==> src/inc/bcc_pkg.sv <==
// bcc_pkg: constants and carrier types for the buck converter control block.
// assumes a single 100 MHz system clock domain; no interrupts, no buffering.
package bcc_pkg;

   // register indices on the plain register port
   localparam logic [3:0] BCC_ADDR_MODE   = 4'h0;
   localparam logic [3:0] BCC_ADDR_CONFIG = 4'h1;
   localparam logic [3:0] BCC_ADDR_READY  = 4'h2;
   localparam logic [3:0] BCC_ADDR_CTRL   = 4'h3;
   localparam logic [3:0] BCC_ADDR_STATUS = 4'h4;

   // mode register fields
   localparam int BCC_MODE_EN_BIT   = 0;
   localparam int BCC_MODE_ILIM_LSB = 4;
   localparam int BCC_MODE_FBYP_BIT = 1;
   localparam int BCC_MODE_ABYP_BIT = 2;
   localparam int BCC_MODE_SW_BIT   = 3;

   // configuration register fields
   localparam int BCC_CFG_SRC_BIT   = 0;
   localparam int BCC_CFG_INV_BIT   = 1;
   localparam int BCC_CFG_OUTPUT_LEVEL_CODE_LSB  = 3;
   localparam int BCC_CFG_DIV_LSB   = 5;

   // control register fields
   localparam int BCC_CTRL_MIN_PULSE_WIDTH_CODE_LSB = 0;

   // ready register fields
   localparam int BCC_RDY_HIGH_BIT = 7;
   localparam int BCC_RDY_LOW_BIT  = 6;

   // reset values
   localparam logic [2:0] BCC_ILIM_RESET  = 3'h4;   // 500 mA
   localparam logic [3:0] BCC_OUTPUT_LEVEL_CODE_RESET  = 4'h1;   // 1.9 V
   localparam logic [1:0] BCC_MIN_PULSE_WIDTH_CODE_RESET = 2'h1;
   localparam logic [1:0] BCC_DIV_RESET   = 2'h0;

   // peak current codes
   localparam logic [2:0] BCC_ILIM_MIN = 3'h1;
   localparam logic [2:0] BCC_ILIM_MAX = 3'h5;

   // output level range: 1.8 V .. 3.5 V in 0.1 V steps, 18 codes; field holds 16
   localparam logic [3:0] BCC_OUTPUT_LEVEL_CODE_MAX = 4'hF;

   // minimum pulse width codes
   localparam logic [1:0] BCC_MIN_PULSE_WIDTH_CODE_OFF  = 2'h0;
   localparam logic [1:0] BCC_MIN_PULSE_WIDTH_CODE_10NS = 2'h1;
   localparam logic [1:0] BCC_MIN_PULSE_WIDTH_CODE_20NS = 2'h2;

   // timing
   localparam int BCC_CLK_PERIOD_PS = 10000;
   localparam int BCC_MIN_PULSE_WIDTH_CODE_10_PS   = 10000;
   localparam int BCC_MIN_PULSE_WIDTH_CODE_20_PS   = 20000;
   localparam logic [3:0] BCC_MIN_PULSE_WIDTH_CODE_10_CYC = 4'((BCC_MIN_PULSE_WIDTH_CODE_10_PS + BCC_CLK_PERIOD_PS - 1) / BCC_CLK_PERIOD_PS);
   localparam logic [3:0] BCC_MIN_PULSE_WIDTH_CODE_20_CYC = 4'((BCC_MIN_PULSE_WIDTH_CODE_20_PS + BCC_CLK_PERIOD_PS - 1) / BCC_CLK_PERIOD_PS);

   // analog comparator flags from the power stage
   typedef struct packed {
      logic peak_trip;      // peak inductor current above limit
      logic over_target;    // output above programmed target
      logic ready_high;     // output within window, upper comparator
      logic ready_low;      // output within window, lower comparator
      logic margin_low;     // supply exceeds output by under 0.4 V
      logic margin_high;    // supply exceeds output by over 0.5 V
      logic duty_short;     // needed on-time below minimum pulse
   } bcc_comp_s;

   // switch drives to the power stage
   typedef struct packed {
      logic       high_side_switch;
      logic       bypass_switch;
      logic       large_switch;
      logic       osc_run;
      logic [2:0] peak_current_code;
      logic [3:0] output_level_code;
   } bcc_drive_s;

   typedef enum logic [3:0] {
      BCC_OFF    = 4'b0001,
      BCC_CHARGE = 4'b0010,
      BCC_RUN    = 4'b0100,
      BCC_HOLD   = 4'b1000
   } bcc_state_e;

endpackage

==> src/bcc_conv_clock_divider_code.sv <==
// bcc_conv_clock_divider_code: converter clock tick generator from the system clock.
// assumes sys_clk at 100 MHz; emits one-cycle ticks, not a derived clock.
`timescale 1ns/1ps
`default_nettype none
module bcc_conv_clock_divider_code
   import bcc_pkg::*;
(
   // clock and reset
   input  wire logic       sys_clk,
   input  wire logic       rst_n,
   // control
   input  wire logic [1:0] div_code,
   input  wire logic       invert,
   // tick out
   output logic            tick
);

   logic [2:0] cnt_ff;
   logic [2:0] nxt_cnt;
   logic [2:0] limit;
   logic       tick_ff;
   logic       nxt_tick;

   ////////////////////////////////////////////////////////////////////////////
   // code 10 is printed as divide by two as well; kept that way
   always_comb begin
      case (div_code)
         2'h0:    limit = 3'h0;
         2'h1:    limit = 3'h1;
         2'h2:    limit = 3'h1;
         default: limit = 3'h7;
      endcase
   end

   // inversion moves the tick to count limit >> 1: three cycles later at div 8, a no-op at div 1 and div 2
   always_comb begin
      nxt_cnt  = (cnt_ff >= limit) ? 3'h0 : 3'(cnt_ff + 3'h1);
      nxt_tick = invert ? (cnt_ff == (limit >> 1)) : (cnt_ff == 3'h0);
   end

   // divided count
   always_ff @(posedge sys_clk) begin
      if (!rst_n) begin
         cnt_ff  <= 3'h0;
         tick_ff <= 1'b0;
      end else begin
         cnt_ff  <= nxt_cnt;
         tick_ff <= nxt_tick;
      end
   end

   assign tick = tick_ff;

endmodule
`default_nettype wire

==> src/bcc_top.sv <==
// bcc_top: digital control of the on-chip buck converter.
// assumes comparator inputs are asynchronous; registers via plain strobe port.
//
// The address-and-strobe port and the placing of the registers were chosen for this implementation.
`timescale 1ns/1ps
`default_nettype none
module bcc_top
   import bcc_pkg::*;
(
   // clock and reset
   input  wire logic       sys_clk,
   input  wire logic       rst_n,
   // register port
   input  wire logic [3:0] reg_addr,
   input  wire logic [7:0] reg_wdata,
   input  wire logic       reg_wr,
   input  wire logic       reg_rd,
   output logic [7:0]      reg_rdata,
   // analog side
   input  wire bcc_comp_s  comp_in,
   input  wire logic       local_osc_tick,
   output bcc_drive_s      drive_out,
   output logic            conv_clock_tick
);

   ////////////////////////////////////////////////////////////////////////////
   // registers

   logic       conv_enable_bit_ff;
   logic [2:0] peak_current_code_ff;
   logic       forced_bypass_bit_ff;
   logic       auto_bypass_enable_ff;
   logic       large_switch_ff;
   logic       conv_clock_source_sel_ff;
   logic       conv_clock_invert_ff;
   logic [3:0] output_level_code_ff;
   logic [1:0] conv_clock_divider_code_ff;
   logic [1:0] min_pulse_width_code_ff;
   logic [7:0] reg_rdata_ff;

   // software write: mode register
   always_ff @(posedge sys_clk) begin
      if (!rst_n) begin
         conv_enable_bit_ff    <= 1'b0;
         peak_current_code_ff  <= BCC_ILIM_RESET;
         forced_bypass_bit_ff  <= 1'b0;
         auto_bypass_enable_ff <= 1'b0;
         large_switch_ff       <= 1'b0;
      end else if (reg_wr && reg_addr == BCC_ADDR_MODE) begin
         conv_enable_bit_ff    <= reg_wdata[BCC_MODE_EN_BIT];
         peak_current_code_ff  <= reg_wdata[BCC_MODE_ILIM_LSB +: 3];
         forced_bypass_bit_ff  <= reg_wdata[BCC_MODE_FBYP_BIT];
         auto_bypass_enable_ff <= reg_wdata[BCC_MODE_ABYP_BIT];
         large_switch_ff       <= reg_wdata[BCC_MODE_SW_BIT];
      end
   end

   // software write: configuration and control registers
   always_ff @(posedge sys_clk) begin
      if (!rst_n) begin
         conv_clock_source_sel_ff   <= 1'b0;
         conv_clock_invert_ff       <= 1'b0;
         output_level_code_ff       <= BCC_OUTPUT_LEVEL_CODE_RESET;
         conv_clock_divider_code_ff <= BCC_DIV_RESET;
         min_pulse_width_code_ff    <= BCC_MIN_PULSE_WIDTH_CODE_RESET;
      end else if (reg_wr && reg_addr == BCC_ADDR_CONFIG) begin
         conv_clock_source_sel_ff   <= reg_wdata[BCC_CFG_SRC_BIT];
         conv_clock_invert_ff       <= reg_wdata[BCC_CFG_INV_BIT];
         output_level_code_ff       <= reg_wdata[BCC_CFG_OUTPUT_LEVEL_CODE_LSB +: 4];
         conv_clock_divider_code_ff <= reg_wdata[BCC_CFG_DIV_LSB +: 2];
      end else if (reg_wr && reg_addr == BCC_ADDR_CTRL) begin
         min_pulse_width_code_ff    <= reg_wdata[BCC_CTRL_MIN_PULSE_WIDTH_CODE_LSB +: 2];
      end
   end

   ////////////////////////////////////////////////////////////////////////////
   // comparator synchronisers, two flops per bit

   localparam int COMP_W = $bits(bcc_comp_s);
   logic [COMP_W-1:0] comp_meta_ff;
   logic [COMP_W-1:0] comp_sync_ff;
   logic [1:0]        osc_meta_ff;
   bcc_comp_s         comp;

   genvar gi;
   generate
      for (gi = 0; gi < COMP_W; gi++) begin : g_sync
         always_ff @(posedge sys_clk) begin
            if (!rst_n) begin
               comp_meta_ff[gi] <= 1'b0;
               comp_sync_ff[gi] <= 1'b0;
            end else begin
               comp_meta_ff[gi] <= comp_in[gi];
               comp_sync_ff[gi] <= comp_meta_ff[gi];
            end
         end
      end
   endgenerate

   assign comp = bcc_comp_s'(comp_sync_ff);

   // local oscillator tick: sync then edge detect on the second flop only
   logic osc_prev_ff;
   always_ff @(posedge sys_clk) begin
      if (!rst_n) begin
         osc_meta_ff <= 2'h0;
         osc_prev_ff <= 1'b0;
      end else begin
         osc_meta_ff <= {osc_meta_ff[0], local_osc_tick};
         osc_prev_ff <= osc_meta_ff[1];
      end
   end

   ////////////////////////////////////////////////////////////////////////////
   // converter clock selection

   logic sys_tick;
   logic conv_tick;

   bcc_conv_clock_divider_code u_div (
      .sys_clk  (sys_clk),
      .rst_n    (rst_n),
      .div_code (conv_clock_divider_code_ff),
      .invert   (conv_clock_invert_ff),
      .tick     (sys_tick)
   );

   // divider only matters when the system clock is the source
   assign conv_tick = conv_clock_source_sel_ff ? sys_tick : (osc_meta_ff[1] & ~osc_prev_ff);

   ////////////////////////////////////////////////////////////////////////////
   // minimum pulse width in system cycles

   function automatic logic [3:0] min_pulse_width_code_cycles(input logic [1:0] code);
      case (code)
         BCC_MIN_PULSE_WIDTH_CODE_10NS: min_pulse_width_code_cycles = BCC_MIN_PULSE_WIDTH_CODE_10_CYC;
         BCC_MIN_PULSE_WIDTH_CODE_20NS: min_pulse_width_code_cycles = BCC_MIN_PULSE_WIDTH_CODE_20_CYC;
         default:        min_pulse_width_code_cycles = 4'h0; // 00 and reserved 11: no skipping
      endcase
   endfunction

   logic skip_enable;
   assign skip_enable = (min_pulse_width_code_cycles(min_pulse_width_code_ff) != 4'h0);

   ////////////////////////////////////////////////////////////////////////////
   // regulation state machine

   bcc_state_e state_ff;
   bcc_state_e nxt_state;
   logic       hs_ff;
   logic       nxt_hs;
   logic [3:0] on_cnt_ff;
   logic [3:0] nxt_on_cnt;
   logic       limit_hit;

   // in BCC_RUN a tripped comparator always wins over a switching request; the start from BCC_OFF does not check it
   assign limit_hit = comp.peak_trip | comp.over_target;

   always_comb begin
      nxt_state  = state_ff;
      nxt_hs     = hs_ff;
      nxt_on_cnt = on_cnt_ff;
      case (state_ff)
         BCC_OFF: begin
            nxt_hs = 1'b0;
            if (conv_enable_bit_ff) begin
               nxt_state = BCC_CHARGE;
               nxt_hs    = 1'b1;
            end
         end
         BCC_CHARGE: begin
            // on until the output reaches its programmed level, off while the peak comparator trips
            nxt_hs = ~comp.peak_trip;
            if (comp.over_target || comp.ready_low) begin
               nxt_state = BCC_RUN;
               nxt_hs    = 1'b0;
            end
         end
         BCC_RUN: begin
            if (limit_hit) begin
               nxt_hs = 1'b0;
            end else if (conv_tick) begin
               if (skip_enable && comp.duty_short) begin
                  nxt_state = BCC_HOLD;
                  nxt_hs    = 1'b0;
               end else begin
                  nxt_hs     = 1'b1;
                  nxt_on_cnt = min_pulse_width_code_cycles(min_pulse_width_code_ff);
               end
            end else if (on_cnt_ff != 4'h0) begin
               // pulse held for the minimum width unless a tripped comparator cuts it short
               nxt_on_cnt = 4'(on_cnt_ff - 4'h1);
            end else begin
               nxt_hs = 1'b0;
            end
         end
         BCC_HOLD: begin
            // the whole skipped pulse passes with the switch off
            nxt_hs = 1'b0;
            if (conv_tick) begin
               nxt_state = BCC_RUN;
            end
         end
         default: begin
            nxt_state = BCC_OFF;
            nxt_hs    = 1'b0;
         end
      endcase
      if (!conv_enable_bit_ff) begin
         nxt_state  = BCC_OFF;
         nxt_hs     = 1'b0;
         nxt_on_cnt = 4'h0;
      end
   end

   always_ff @(posedge sys_clk) begin
      if (!rst_n) begin
         state_ff  <= BCC_OFF;
         hs_ff     <= 1'b0;
         on_cnt_ff <= 4'h0;
      end else begin
         state_ff  <= nxt_state;
         hs_ff     <= nxt_hs;
         on_cnt_ff <= nxt_on_cnt;
      end
   end

   ////////////////////////////////////////////////////////////////////////////
   // bypass: hysteresis between 0.4 V and 0.5 V margins, independent of enable

   logic auto_hold_ff;
   logic bypass_ff;

   always_ff @(posedge sys_clk) begin
      if (!rst_n) begin
         auto_hold_ff <= 1'b0;
      end else if (!auto_bypass_enable_ff) begin
         auto_hold_ff <= 1'b0;
      end else if (comp.margin_low) begin
         auto_hold_ff <= 1'b1;
      end else if (comp.margin_high) begin
         auto_hold_ff <= 1'b0;
      end
   end

   // registered so the switch never glitches on comparator chatter; works with regulator off
   always_ff @(posedge sys_clk) begin
      if (!rst_n) begin
         bypass_ff <= 1'b0;
      end else begin
         bypass_ff <= forced_bypass_bit_ff | auto_hold_ff;
      end
   end

   ////////////////////////////////////////////////////////////////////////////
   // outputs

   bcc_drive_s drive_ff;
   logic       tick_out_ff;

   always_ff @(posedge sys_clk) begin
      if (!rst_n) begin
         drive_ff    <= '0;
         tick_out_ff <= 1'b0;
      end else begin
         drive_ff.high_side_switch  <= hs_ff;
         drive_ff.bypass_switch     <= bypass_ff;
         drive_ff.large_switch      <= large_switch_ff;
         drive_ff.osc_run           <= conv_enable_bit_ff;
         drive_ff.peak_current_code <= peak_current_code_ff;
         drive_ff.output_level_code <= output_level_code_ff;
         tick_out_ff                <= conv_tick;
      end
   end

   assign drive_out       = drive_ff;
   assign conv_clock_tick = tick_out_ff;

   ////////////////////////////////////////////////////////////////////////////
   // register read, data one cycle after the strobe

   logic [7:0] rd_mux;

   always_comb begin
      rd_mux = 8'h00;
      case (reg_addr)
         BCC_ADDR_MODE: begin
            rd_mux[BCC_MODE_EN_BIT]        = conv_enable_bit_ff;
            rd_mux[BCC_MODE_FBYP_BIT]      = forced_bypass_bit_ff;
            rd_mux[BCC_MODE_ABYP_BIT]      = auto_bypass_enable_ff;
            rd_mux[BCC_MODE_SW_BIT]        = large_switch_ff;
            rd_mux[BCC_MODE_ILIM_LSB +: 3] = peak_current_code_ff;
         end
         BCC_ADDR_CONFIG: begin
            rd_mux[BCC_CFG_SRC_BIT]        = conv_clock_source_sel_ff;
            rd_mux[BCC_CFG_INV_BIT]        = conv_clock_invert_ff;
            rd_mux[BCC_CFG_OUTPUT_LEVEL_CODE_LSB +: 4]  = output_level_code_ff;
            rd_mux[BCC_CFG_DIV_LSB +: 2]   = conv_clock_divider_code_ff;
         end
         BCC_ADDR_READY: begin
            rd_mux[BCC_RDY_HIGH_BIT]       = comp.ready_high;
            rd_mux[BCC_RDY_LOW_BIT]        = comp.ready_low;
         end
         BCC_ADDR_CTRL: begin
            rd_mux[BCC_CTRL_MIN_PULSE_WIDTH_CODE_LSB +: 2] = min_pulse_width_code_ff;
         end
         BCC_ADDR_STATUS: begin
            rd_mux[3:0] = state_ff;
            rd_mux[4]   = hs_ff;
            rd_mux[5]   = bypass_ff;
            rd_mux[6]   = auto_hold_ff;
         end
         default: rd_mux = 8'h00;
      endcase
   end

   always_ff @(posedge sys_clk) begin
      if (!rst_n) begin
         reg_rdata_ff <= 8'h00;
      end else begin
         reg_rdata_ff <= reg_rd ? rd_mux : 8'h00;
      end
   end

   assign reg_rdata = reg_rdata_ff;

endmodule
`default_nettype wire

==> config.mk <==
export PLATFORM = sky130hd
export DESIGN_NAME = bcc_top
export DESIGN_NICKNAME = d
export VERILOG_FILES = /design/src/inc/bcc_pkg.sv /design/src/bcc_conv_clock_divider_code.sv /design/src/bcc_top.sv
export SDC_FILE = /design/constraint.sdc
export NUM_CORES = 1
export LEC_CHECK = 0
export BUFFER_PORTS_ARGS = -buffer_cell sky130_fd_sc_hd__buf_2
export CORE_UTILIZATION = 30
export CTS_BUF_LIST = sky130_fd_sc_hd__clkbuf_8
export DETAILED_ROUTE_END_ITERATION = 16
export PLACE_DENSITY = 0.56
export RECOVER_POWER = 100
export SYNTH_ARGS = -nofsm -noshare
export SYNTH_HDL_FRONTEND = slang
export SYNTH_SLANG_ARGS = --single-unit
==> constraint.sdc <==
create_clock -name sys_clk -period 1.9 [get_ports sys_clk]
set_clock_uncertainty 0.1 [all_clocks]
set_input_delay 0.285 -clock sys_clk [delete_from_list [all_inputs] [get_ports sys_clk]]
set_output_delay 0.285 -clock sys_clk [all_outputs]
set_load 0.01 [all_outputs]
==> results of run 1 <==
-- what timing repair did --
action | CTS | global route
setup endpoints to repair | 0 | 4
buffers inserted | 0 | 0
gates resized for setup | 0 | 3
-- sequential cells by signal, summed over array words and instances, names as in the netlist, 3 cells and up --
register and count:
comp 7, state_ff 4, on_cnt_ff 4, u_div.cnt_ff 3
peak_current_code_ff 3, comp_meta_ff 7, reg_rdata 8, output_level_code_ff 4
drive_out 11
-- worst max path at each step --
| stage | depth (start not counted) | end | slack (ns) |
|---|---|---|---|
| final | 6 | state_ff[3] | 0.13 |
| after global routing | 7 | state_ff[2] | 0.002 |
| after CTS | 6 | on_cnt_ff[1] | 0.08 |
| after detailed placement | 6 | on_cnt_ff[1] | 0.07 |
| after global placement | 6 | on_cnt_ff[1] | 0.13 |
| after floorplan | 6 | state_ff[3] | 0.13 |
-- routing by layer --
metal | global-route usage [%] | up-vias | wire (um)
met5 | 0 | - | 0
met4 | 5.51 | 0 | 63
met3 | 4.15 | 5 | 326
met2 | 19.3 | 51 | 2520
met1 | 17.7 | 930 | 2920
li1 | - | 1048 | -
-- through the flow --
stage          hold slack, ns  instances  setup slack, ns  area [um^2]
6_report               0.0506        439            0.128         3290
3_5_place_dp            0.319        423           0.0742         3120
3_3_place_gp            0.315        423            0.134         3120
5_1_grt                0.0330        439          0.00218         3290
2_1_floorplan           0.300        276            0.126         2780
4_1_cts                0.0266        439           0.0772         3310
-- synthesized netlist by cell type, types with 3 or more instances --
cell type,instances
dfxtp_1,67
and2_1,28
mux2i_1,26
nor2_1,19
nor2b_1,17
inv_1,13
nand2_1,10
ha_1,9
a21oi_1,8
clkbuf_1,7
o21ai_0,5
o31ai_1,5
or3_1,5
nand2b_1,4
nor4_1,4
buf_4,3
nor3_1,3
o311ai_0,3
-- logic make-up after synthesis --
kind of cell             Yosys count
XOR/XNOR                           3
adder cells (fa/ha/maj)            9
buffers and inverters             26
flip-flops                        67
multiplexers                      26
AO/OA/AOI/OAI                     36
AND/OR/NAND/NOR                  109
-- where the power goes --
group	internal, W	total [W]	switching (W)
logic	0.0000652	0.000139	0.0000736
registers	0.00143	0.00144	0.0000138
clock network	0.000547	0.00111	0.000559
total	0.00204	0.00269	0.000646
-- area by class of cell --
class                      instances  share of cell area [%]
multi-input combinational        183                    40.4
clock inverter                     5                    1.10
timing repair buffer              52                    7.50
sequential                        67                    40.8
clock buffer                      11                    4.61
tap                              108                    4.11
inverter                          13                    1.48
-- worst reg2reg max path: cells and delay by family, from the launching register on --
| kind | cells | cell delay (ns) |
|---|---|---|
| fa+ha+maj | 1 | 0.29 |
| buf+inv | 1 | 0.06 |
| simple gates | 2 | 0.30 |
| compound gates | 2 | 0.54 |
| flops | 1 | 0.38 |
==> results.py, run 1 <==
metrics = {
    "routing": {
        "antenna_left": 0,
        "wl_per_cell_um": 13.3,
        "first_pass_iters": 6,
        "drt_iter0_drc": 93,
        "vias_per_cell": 4.63,
        "drc": 0,
        "dr_total_vias": 2034,
        "routed_wl_mm": 5.82,
    },
    "sta": {
        "slew_viol_final": 0,
        "fin_crit_sh_pct": 93.3,
        "setup_viol": 0,
        "rsz0062_at_grt": "no",
        "relSlewSlack_pct": 28.1,
        "hold_viol_final": 0,
        "finalCriticalPeriod_ns": 1.77,
        "worstMarginPinSlew_ns": 1.08,
        "tns_ns": 0,
        "max_freq_mhz": 564,
    },
    "worst_setup_path": {
        "crit_family": "compound AO/OA/AOI/OAI gates",
        "slowest_stage": "dfxtp_1",
        "worstSetupPathType": "flip-flop to flip-flop",
        "path_cells": "inv_1 -> ha_1 -> nor2b_1 -> o21a_4 -> nand4b_1 -> a2111oi_2",
        "start_kind": "flip-flop",
        "startpoint": "min_pulse_width_code_ff[0]",
        "critPathMaxFanout": 6,
        "rr_startpoint": "min_pulse_width_code_ff[0]",
        "cp.arrival_ns": 1.91,
        "worstReg2RegEnd": "state_ff[3]",
        "end_kind": "flip-flop",
        "worstPathRequired_ns": 2.04,
        "path_buf_inv": 1,
        "r2r_setup_slack_ns": 0.13,
        "slowest_delay_ns": 0.38,
        "reg2regPathDepth": 6,
    },
    "finish": {
        "area_growth_pct": 18.3,
        "post-route-util_pct": 37.1,
        "seqCellArea_um2": 1340,
        "diodes": 0,
        "final_common_cell": "dfxtp_1",
        "nFillCells": 912,
        "multiInputGateArea_um2": 1330,
        "final_nets": 359,
        "most-common-layout-cells": "dfxtp_1 (67), mux2i_1 (26), clkbuf_1 (25)",
        "layout-drive-gt1-share_pct": 16.6,
    },
    "logic_synthesis": {
        "seq_area_frac_synth_pct": 48.3,
        "synth_mux_area_share_pct": 9.37,
        "syn_area_per_cell_um2": 10.1,
        "synth_compound_area_share_pct": 9.46,
        "synth_top_family_by_area": "simple AND/OR/NAND/NOR gates",
        "synth_cell_type_count": 47,
        "synth-main-ff-cell": "dfxtp_1",
        "synth_nets": 309,
        "yosys_warnings": 0,
        "ys_ff_latch": 67,
        "synth-simple-area-share_pct": 23.4,
        "syn_inst": 276,
        "synthArstFlopShare_pct": 0,
        "yosysTopAreaCell": "dfxtp_1",
        "synth_top_area_share_pct": 48.3,
        "synth_fa_ha_area_share_pct": 4.05,
        "synth-xor-area-share_pct": 0.946,
        "synth_edf_count": 0,
        "netlist_area_um2": 2780,
        "synth.area.top_cells": "dfxtp_1 (48%), mux2i_1 (9.4%), and2_1 (6.3%), ha_1 (4.1%), nor2b_1 (3.8%)",
    },
    "floorplanning": {
        "coreArea_um2": 8850,
        "ioPinCount": 44,
        "die_h_um": 98.2,
        "dieArea_um2": 9650,
        "die_w_um": 98.2,
        "placementRows": 34,
        "initial_core_util_pct": 31.4,
    },
    "pwr": {
        "ir_drop_uv": 426,
        "leakagePower_nw": 1.35,
        "power_w": 0.00269,
        "cellPowerDensity_nw_per_um2": 818,
    },
    "run": {
        "max-cap-violations": 0,
    },
    "clock_network": {
        "clock-sinks": 67,
        "cts.clk_slew.worst_paths_ns": 0.08,
        "clk_latency_ns": 0.33,
        "cts_inserted_buffers": 9,
        "clk_path_buf_depth": 2,
        "htree_num_levels": 3,
        "cts_root_buffer": "clkbuf_8",
        "postCtsHoldBufs": 0,
        "cts_tree": "built",
    },
    "global_route": {
        "overflow": 0,
        "grt_pass1_vias": 1946,
        "track_usage_pct": 13.1,
        "grt_pass1_wl_mm": 9.67,
        "grt_max_degree": 35,
        "antenna_found_initial": 0,
    },
    "status": {
        "status": "finished, final reports clean",
    },
    "min_path": {
        "hp-start": "comp_in[2]",
        "hold_class": "input pin to flip-flop",
        "min_delay_path_depth": 2,
        "hold_path_end": "comp_meta_ff[2]",
    },
    "placement": {
        "dp_hpwl_mm": 4.26,
        "gp_congestion": 0.749,
        "io_buffers": 42,
    },
}
No activity file was read; power rests on OpenSTA's default activity.
==> inputs of run 2 (changes only) <==
Settings changed: SYNTH_HIERARCHICAL set to 1.
==> results.py, run 2 <==
metrics = {
    "logic_synthesis": {
        "seq_area_frac_synth_pct": 48.7,
        "yosysTopAreaCell": "dfxtp_1",
        "ys_ff_latch": 67,
        "synth_cell_type_count": 53,
        "syn_area_per_cell_um2": 10.1,
        "synth.area.top_cells": "dfxtp_1 (49%), and2_1 (6.4%), mux2i_1 (6.2%), ha_1 (4.1%), nor2b_1 (3.6%)",
        "yosys_warnings": 6,
        "synth_edf_count": 0,
        "yosysMostFrequentCell": "dfxtp_1",
        "syn_inst": 273,
        "synth_common_cells": "dfxtp_1 (67), and2_1 (28), mux2i_1 (17)",
        "synth_top_area_share_pct": 48.7,
        "synth_nets": 306,
        "netlist_area_um2": 2750,
        "synth-main-ff-cell": "dfxtp_1",
        "synthArstFlopShare_pct": 0,
    },
    "sta": {
        "rsz0062_at_grt": "no",
        "finalCriticalPeriod_ns": 1.83,
        "tns_ns": 0,
        "holdWs_ns": 0.0460,
        "setup_viol": 0,
        "max_freq_mhz": 546,
        "fin_crit_sh_pct": 96.4,
        "fin_ws_ns": 0.0681,
        "worstMarginPinSlew_ns": 0.547,
        "slew_viol_final": 0,
        "hold_viol_final": 0,
        "relSlewSlack_pct": 63.2,
    },
    "floorplanning": {
        "ioPinCount": 44,
        "dieArea_um2": 9570,
        "coreArea_um2": 8810,
        "die_w_um": 97.8,
        "initial_core_util_pct": 31.3,
        "placementRows": 34,
        "die_h_um": 97.8,
    },
    "finish": {
        "post-route-util_pct": 37.5,
        "area_growth_pct": 19.9,
        "diodes": 0,
        "largest_reg_flops": 11,
        "final_common_cell": "dfxtp_1",
        "final_nets": 361,
        "nFillCells": 899,
        "layout-drive-gt1-share_pct": 17.1,
        "most-common-layout-cells": "dfxtp_1 (67), clkbuf_1 (29), buf_2 (20)",
    },
    "worst_setup_path": {
        "reg2regPathDepth": 4,
        "cp.arrival_ns": 2.01,
        "start_kind": "flip-flop",
        "end_kind": "flip-flop",
        "critPathMaxFanout": 15,
        "worstPathRequired_ns": 2.08,
        "worstSetupPathType": "flip-flop to flip-flop",
    },
    "routing": {
        "drc": 4,
        "wl_per_cell_um": 13.4,
        "antenna_left": 0,
        "routed_wl_mm": 5.93,
        "first_pass_iters": 10,
        "vias_per_cell": 4.82,
        "dr_total_vias": 2127,
        "drt_iter0_drc": 146,
    },
    "global_route": {
        "track_usage_pct": 12.9,
        "antenna_found_initial": 0,
        "overflow": 0,
        "grt_pass1_vias": 1970,
        "grt_max_degree": 34,
        "grt_pass1_wl_mm": 9.58,
    },
    "pwr": {
        "p_clk_share_pct": 43.2,
        "internal_power_w": 0.00213,
        "comb_power_share_pct": 4.9,
        "cellPowerDensity_nw_per_um2": 841,
        "switching_share_pct": 23.3,
        "leakagePower_nw": 1.31,
        "netSwitchingPower_w": 0.000646,
        "ir_drop_uv": 315,
        "seqPwrFrac_pct": 51.9,
    },
    "clock_network": {
        "cts.clk_slew.worst_paths_ns": 0.08,
        "clk_latency_ns": 0.35,
        "clk_path_buf_depth": 2,
        "cts_tree": "built",
        "cts_root_buffer": "clkbuf_8",
        "clock-sinks": 67,
        "htree_num_levels": 3,
        "cts_inserted_buffers": 9,
    },
    "status": {
        "failed_checks": "design-rule violations",
        "status": "complete, but fails checks",
    },
    "placement": {
        "gp_congestion": 0.788,
        "dp_worst_setup_slack_ns": 0.0394,
        "dp_hpwl_mm": 4.34,
        "io_buffers": 42,
    },
    "min_path": {
        "min_delay_path_depth": 2,
        "hold_class": "input pin to flip-flop",
    },
    "run": {
        "max-cap-violations": 0,
    },
}
run 2: cell types whose count changed in the layout (fill, tap and decap cells not counted), moves of 4 or more:
cell,previous run,this run
nor2_1,19,7
mux2i_1,26,17
nand2_1,10,16
a22oi_1,1,6
clkbuf_1,25,29
nand3_1,2,6
run 2: layer usage:
metal / vias to the layer above / GRT usage (%) / share of wire, %
met4: 0 / 6.18 / 1.8
li1: 1068 / - / -
met5: - / 0 / 0
met1: 997 / 17.1 / 49
met3: 12 / 3.08 / 4.3
met2: 50 / 19.7 / 45
run 2: layout make-up:
cell class / count / area (um^2) / area share, %
Sequential cell: 67 / 1340 / 40.6
Multi-Input combinational cell: 180 / 1300 / 39.4
Timing Repair Buffer: 58 / 277 / 8.37
Clock buffer: 10 / 138 / 4.17
Tap cell: 108 / 135 / 4.09
Clock inverter: 6 / 65.1 / 1.97
Inverter: 12 / 45.0 / 1.36
run 2: kinds of logic (layout without fill, tap and decap cells):
kind of cell / Yosys count / count (layout) / synth area share (%)
simple gates: 105 / 105 / 23.5
flops: 67 / 67 / 48.7
compound gates: 45 / 45 / 11.9
buf+inv: 26 / 86 / 4.32
mux: 17 / 17 / 6.18
fa+ha+maj: 10 / 10 / 4.45
xor+xnor: 3 / 3 / 0.954
run 2: power by group through the flow:
stage          Combinational, W  Clock (W)  Sequential [W]
4_1_cts                0.000142    0.00123         0.00144
5_1_grt                0.000151    0.00130         0.00144
6_report               0.000136    0.00120         0.00144
3_3_place_gp           0.000141          0         0.00147
2_1_floorplan         0.0000853          0         0.00147
3_5_place_dp           0.000141          0         0.00148
run 2: repair_timing:
item,4_1_cts,5_1_grt
hold endpoints to repair,0,0
setup buffers,0,0
endpoints found under the setup margin,0,3
hold buffers,0,0
resized for setup,0,2
run 2: per-stage QoR:
step | cell area [um^2] | std cells | total power, W
5_1_grt | 3300 | 441 | 0.00289
4_1_cts | 3350 | 441 | 0.00282
6_report | 3300 | 441 | 0.00278
3_5_place_dp | 3150 | 425 | 0.00162
2_1_floorplan | 2750 | 273 | 0.00156
3_3_place_gp | 3150 | 425 | 0.00162
run 2: worst paths after layout:
path                            slack (ns)                     start         endpoint
worst max-delay path                  0.07  conv_clock_source_sel_ff     on_cnt_ff[3]
worst min-delay path                  0.05                comp_in[1]  comp_meta_ff[1]
worst max register to register        0.07  conv_clock_source_sel_ff     on_cnt_ff[3]
worst min register to register        0.33           comp_meta_ff[0]          comp[0]
run 2: critical path, stage by stage, from the launching register on:
cell and delay, ns:
dfxtp_1 0.35, or3b_4 0.42, and2_4 0.22, a2111oi_1 0.45, mux2i_1 0.22
==> inputs of run 3 (changes only) <==
Settings changed: CELL_PAD_IN_SITES_DETAIL_PLACEMENT set to 0, CELL_PAD_IN_SITES_GLOBAL_PLACEMENT set to 1, PLACE_DENSITY 0.56 to 0.67.
==> results.py, run 3 (synthesized netlist as in run 2, its figures left out) <==
metrics = {
    "status": {
        "status": "complete, but fails checks",
        "failed_checks": "design-rule violations",
    },
    "routing": {
        "dr_total_vias": 2101,
        "wl_per_cell_um": 13.3,
        "vias_per_cell": 4.78,
        "routed_wl_mm": 5.86,
        "drt_iter0_drc": 101,
        "antenna_left": 0,
        "drc": 6,
        "first_pass_iters": 10,
    },
    "pwr": {
        "netSwitchingPower_w": 0.000634,
        "switching_share_pct": 20.0,
        "leakagePower_nw": 1.34,
        "comb_power_share_pct": 4.2,
        "cellPowerDensity_nw_per_um2": 941,
        "ir_drop_uv": 557,
        "power_w": 0.00317,
        "internal_power_w": 0.00253,
        "seqPwrFrac_pct": 45.5,
        "p_clk_share_pct": 50.3,
    },
    "floorplanning": {
        "die_h_um": 97.8,
        "ioPinCount": 44,
        "dieArea_um2": 9570,
        "die_w_um": 97.8,
        "placementRows": 34,
        "initial_core_util_pct": 31.3,
        "coreArea_um2": 8810,
    },
    "worst_setup_path": {
        "critPathMaxFanout": 15,
        "worstSetupPathType": "flip-flop to flip-flop",
        "end_kind": "flip-flop",
        "start_kind": "flip-flop",
        "cp.arrival_ns": 1.95,
        "worstPathRequired_ns": 2.07,
    },
    "finish": {
        "largest_reg_flops": 11,
        "final_nets": 360,
        "layout-drive-gt1-share_pct": 17.5,
        "stdcell_count": 440,
        "seqCellArea_um2": 1340,
        "area_growth_pct": 22.2,
        "final_common_cell": "dfxtp_1",
        "post-route-util_pct": 38.2,
        "diodes": 0,
        "multiInputGateArea_um2": 1290,
        "most-common-layout-cells": "dfxtp_1 (67), clkbuf_1 (27), buf_2 (20)",
        "nFillCells": 895,
    },
    "sta": {
        "fin_ws_ns": 0.113,
        "hold_viol_final": 0,
        "rsz0062_at_grt": "no",
        "slew_viol_final": 0,
        "finalCriticalPeriod_ns": 1.79,
        "setup_viol": 0,
        "max_freq_mhz": 560,
        "relSlewSlack_pct": 47.3,
        "worstMarginPinSlew_ns": 0.791,
        "tns_ns": 0,
        "fin_crit_sh_pct": 94.0,
    },
    "clock_network": {
        "clock-sinks": 67,
        "cts_root_buffer": "clkbuf_8",
        "clk_latency_ns": 0.34,
        "postCtsHoldBufs": 0,
        "cts_inserted_buffers": 9,
        "cts_tree": "built",
        "clk_path_buf_depth": 2,
        "htree_num_levels": 3,
        "cts.clk_slew.worst_paths_ns": 0.07,
    },
    "placement": {
        "placed_cells": 424,
        "dp_worst_setup_slack_ns": 0.0424,
        "dp_hpwl_mm": 4.29,
        "gp_congestion": 0.811,
        "io_buffers": 42,
    },
    "global_route": {
        "antenna_found_initial": 0,
        "grt_pass1_vias": 2010,
        "overflow": 0,
        "grt_max_degree": 28,
        "track_usage_pct": 13.2,
        "grt_pass1_wl_mm": 9.71,
    },
    "run": {
        "max-cap-violations": 0,
    },
    "min_path": {
        "hold_class": "input pin to flip-flop",
    },
}
==> run 3: area by class of cell <==
cell class / instances / share of cell area, %
Clock inverter: 6 / 4.05
Inverter: 12 / 1.34
Timing Repair Buffer: 57 / 8.22
Multi-Input combinational cell: 180 / 38.4
Sequential cell: 67 / 39.9
Tap cell: 108 / 4.02
Clock buffer: 10 / 4.09
==> run 3: power by group through the flow <==
stage | registers (W) | logic (W) | clock network [W]
2_1_floorplan | 0.00147 | 0.0000853 | 0
3_3_place_gp | 0.00148 | 0.000137 | 0
3_5_place_dp | 0.00148 | 0.000138 | 0
4_1_cts | 0.00144 | 0.000138 | 0.00164
5_1_grt | 0.00144 | 0.000149 | 0.00170
6_report | 0.00144 | 0.000133 | 0.00159
==> run 3: repair_timing <==
action,4_1_cts,5_1_grt
gates resized for setup,0,2
buffers inserted,0,0
endpoints found under the setup margin,0,3
==> run 3: final timing paths <==
check	to	from	slack, ns	cells after the start
max reg2reg	on_cnt_ff[3]	conv_clock_source_sel_ff	0.11	4
min	comp_meta_ff[1]	comp_in[1]	0.05	2
max	on_cnt_ff[3]	conv_clock_source_sel_ff	0.11	4
min reg2reg	comp[4]	comp_meta_ff[4]	0.33	1
==> run 3: metal layers <==
layer | vias up | wire, um | GRT usage, %
met3 | 8 | 340 | 3.44
met5 | - | 0 | 0
li1 | 1064 | - | -
met2 | 53 | 2550 | 19.2
met1 | 976 | 2910 | 17.8
met4 | 0 | 71 | 7.69
==> run 3: critical path, stage by stage (launching register included) <==
cell       delay [ns]
dfxtp_1          0.31
or3b_4           0.41
and2_4           0.22
a2111oi_1        0.43
mux2i_1          0.24
==> run 3: stage by stage <==
stage / area (um^2) / hold slack [ns]
after floorplan: 2750 / 0.310
after global placement: 3140 / 0.317
after detailed placement: 3140 / 0.318
after CTS: 3410 / 0.0272
after global routing: 3360 / 0.0347
final: 3360 / 0.0464
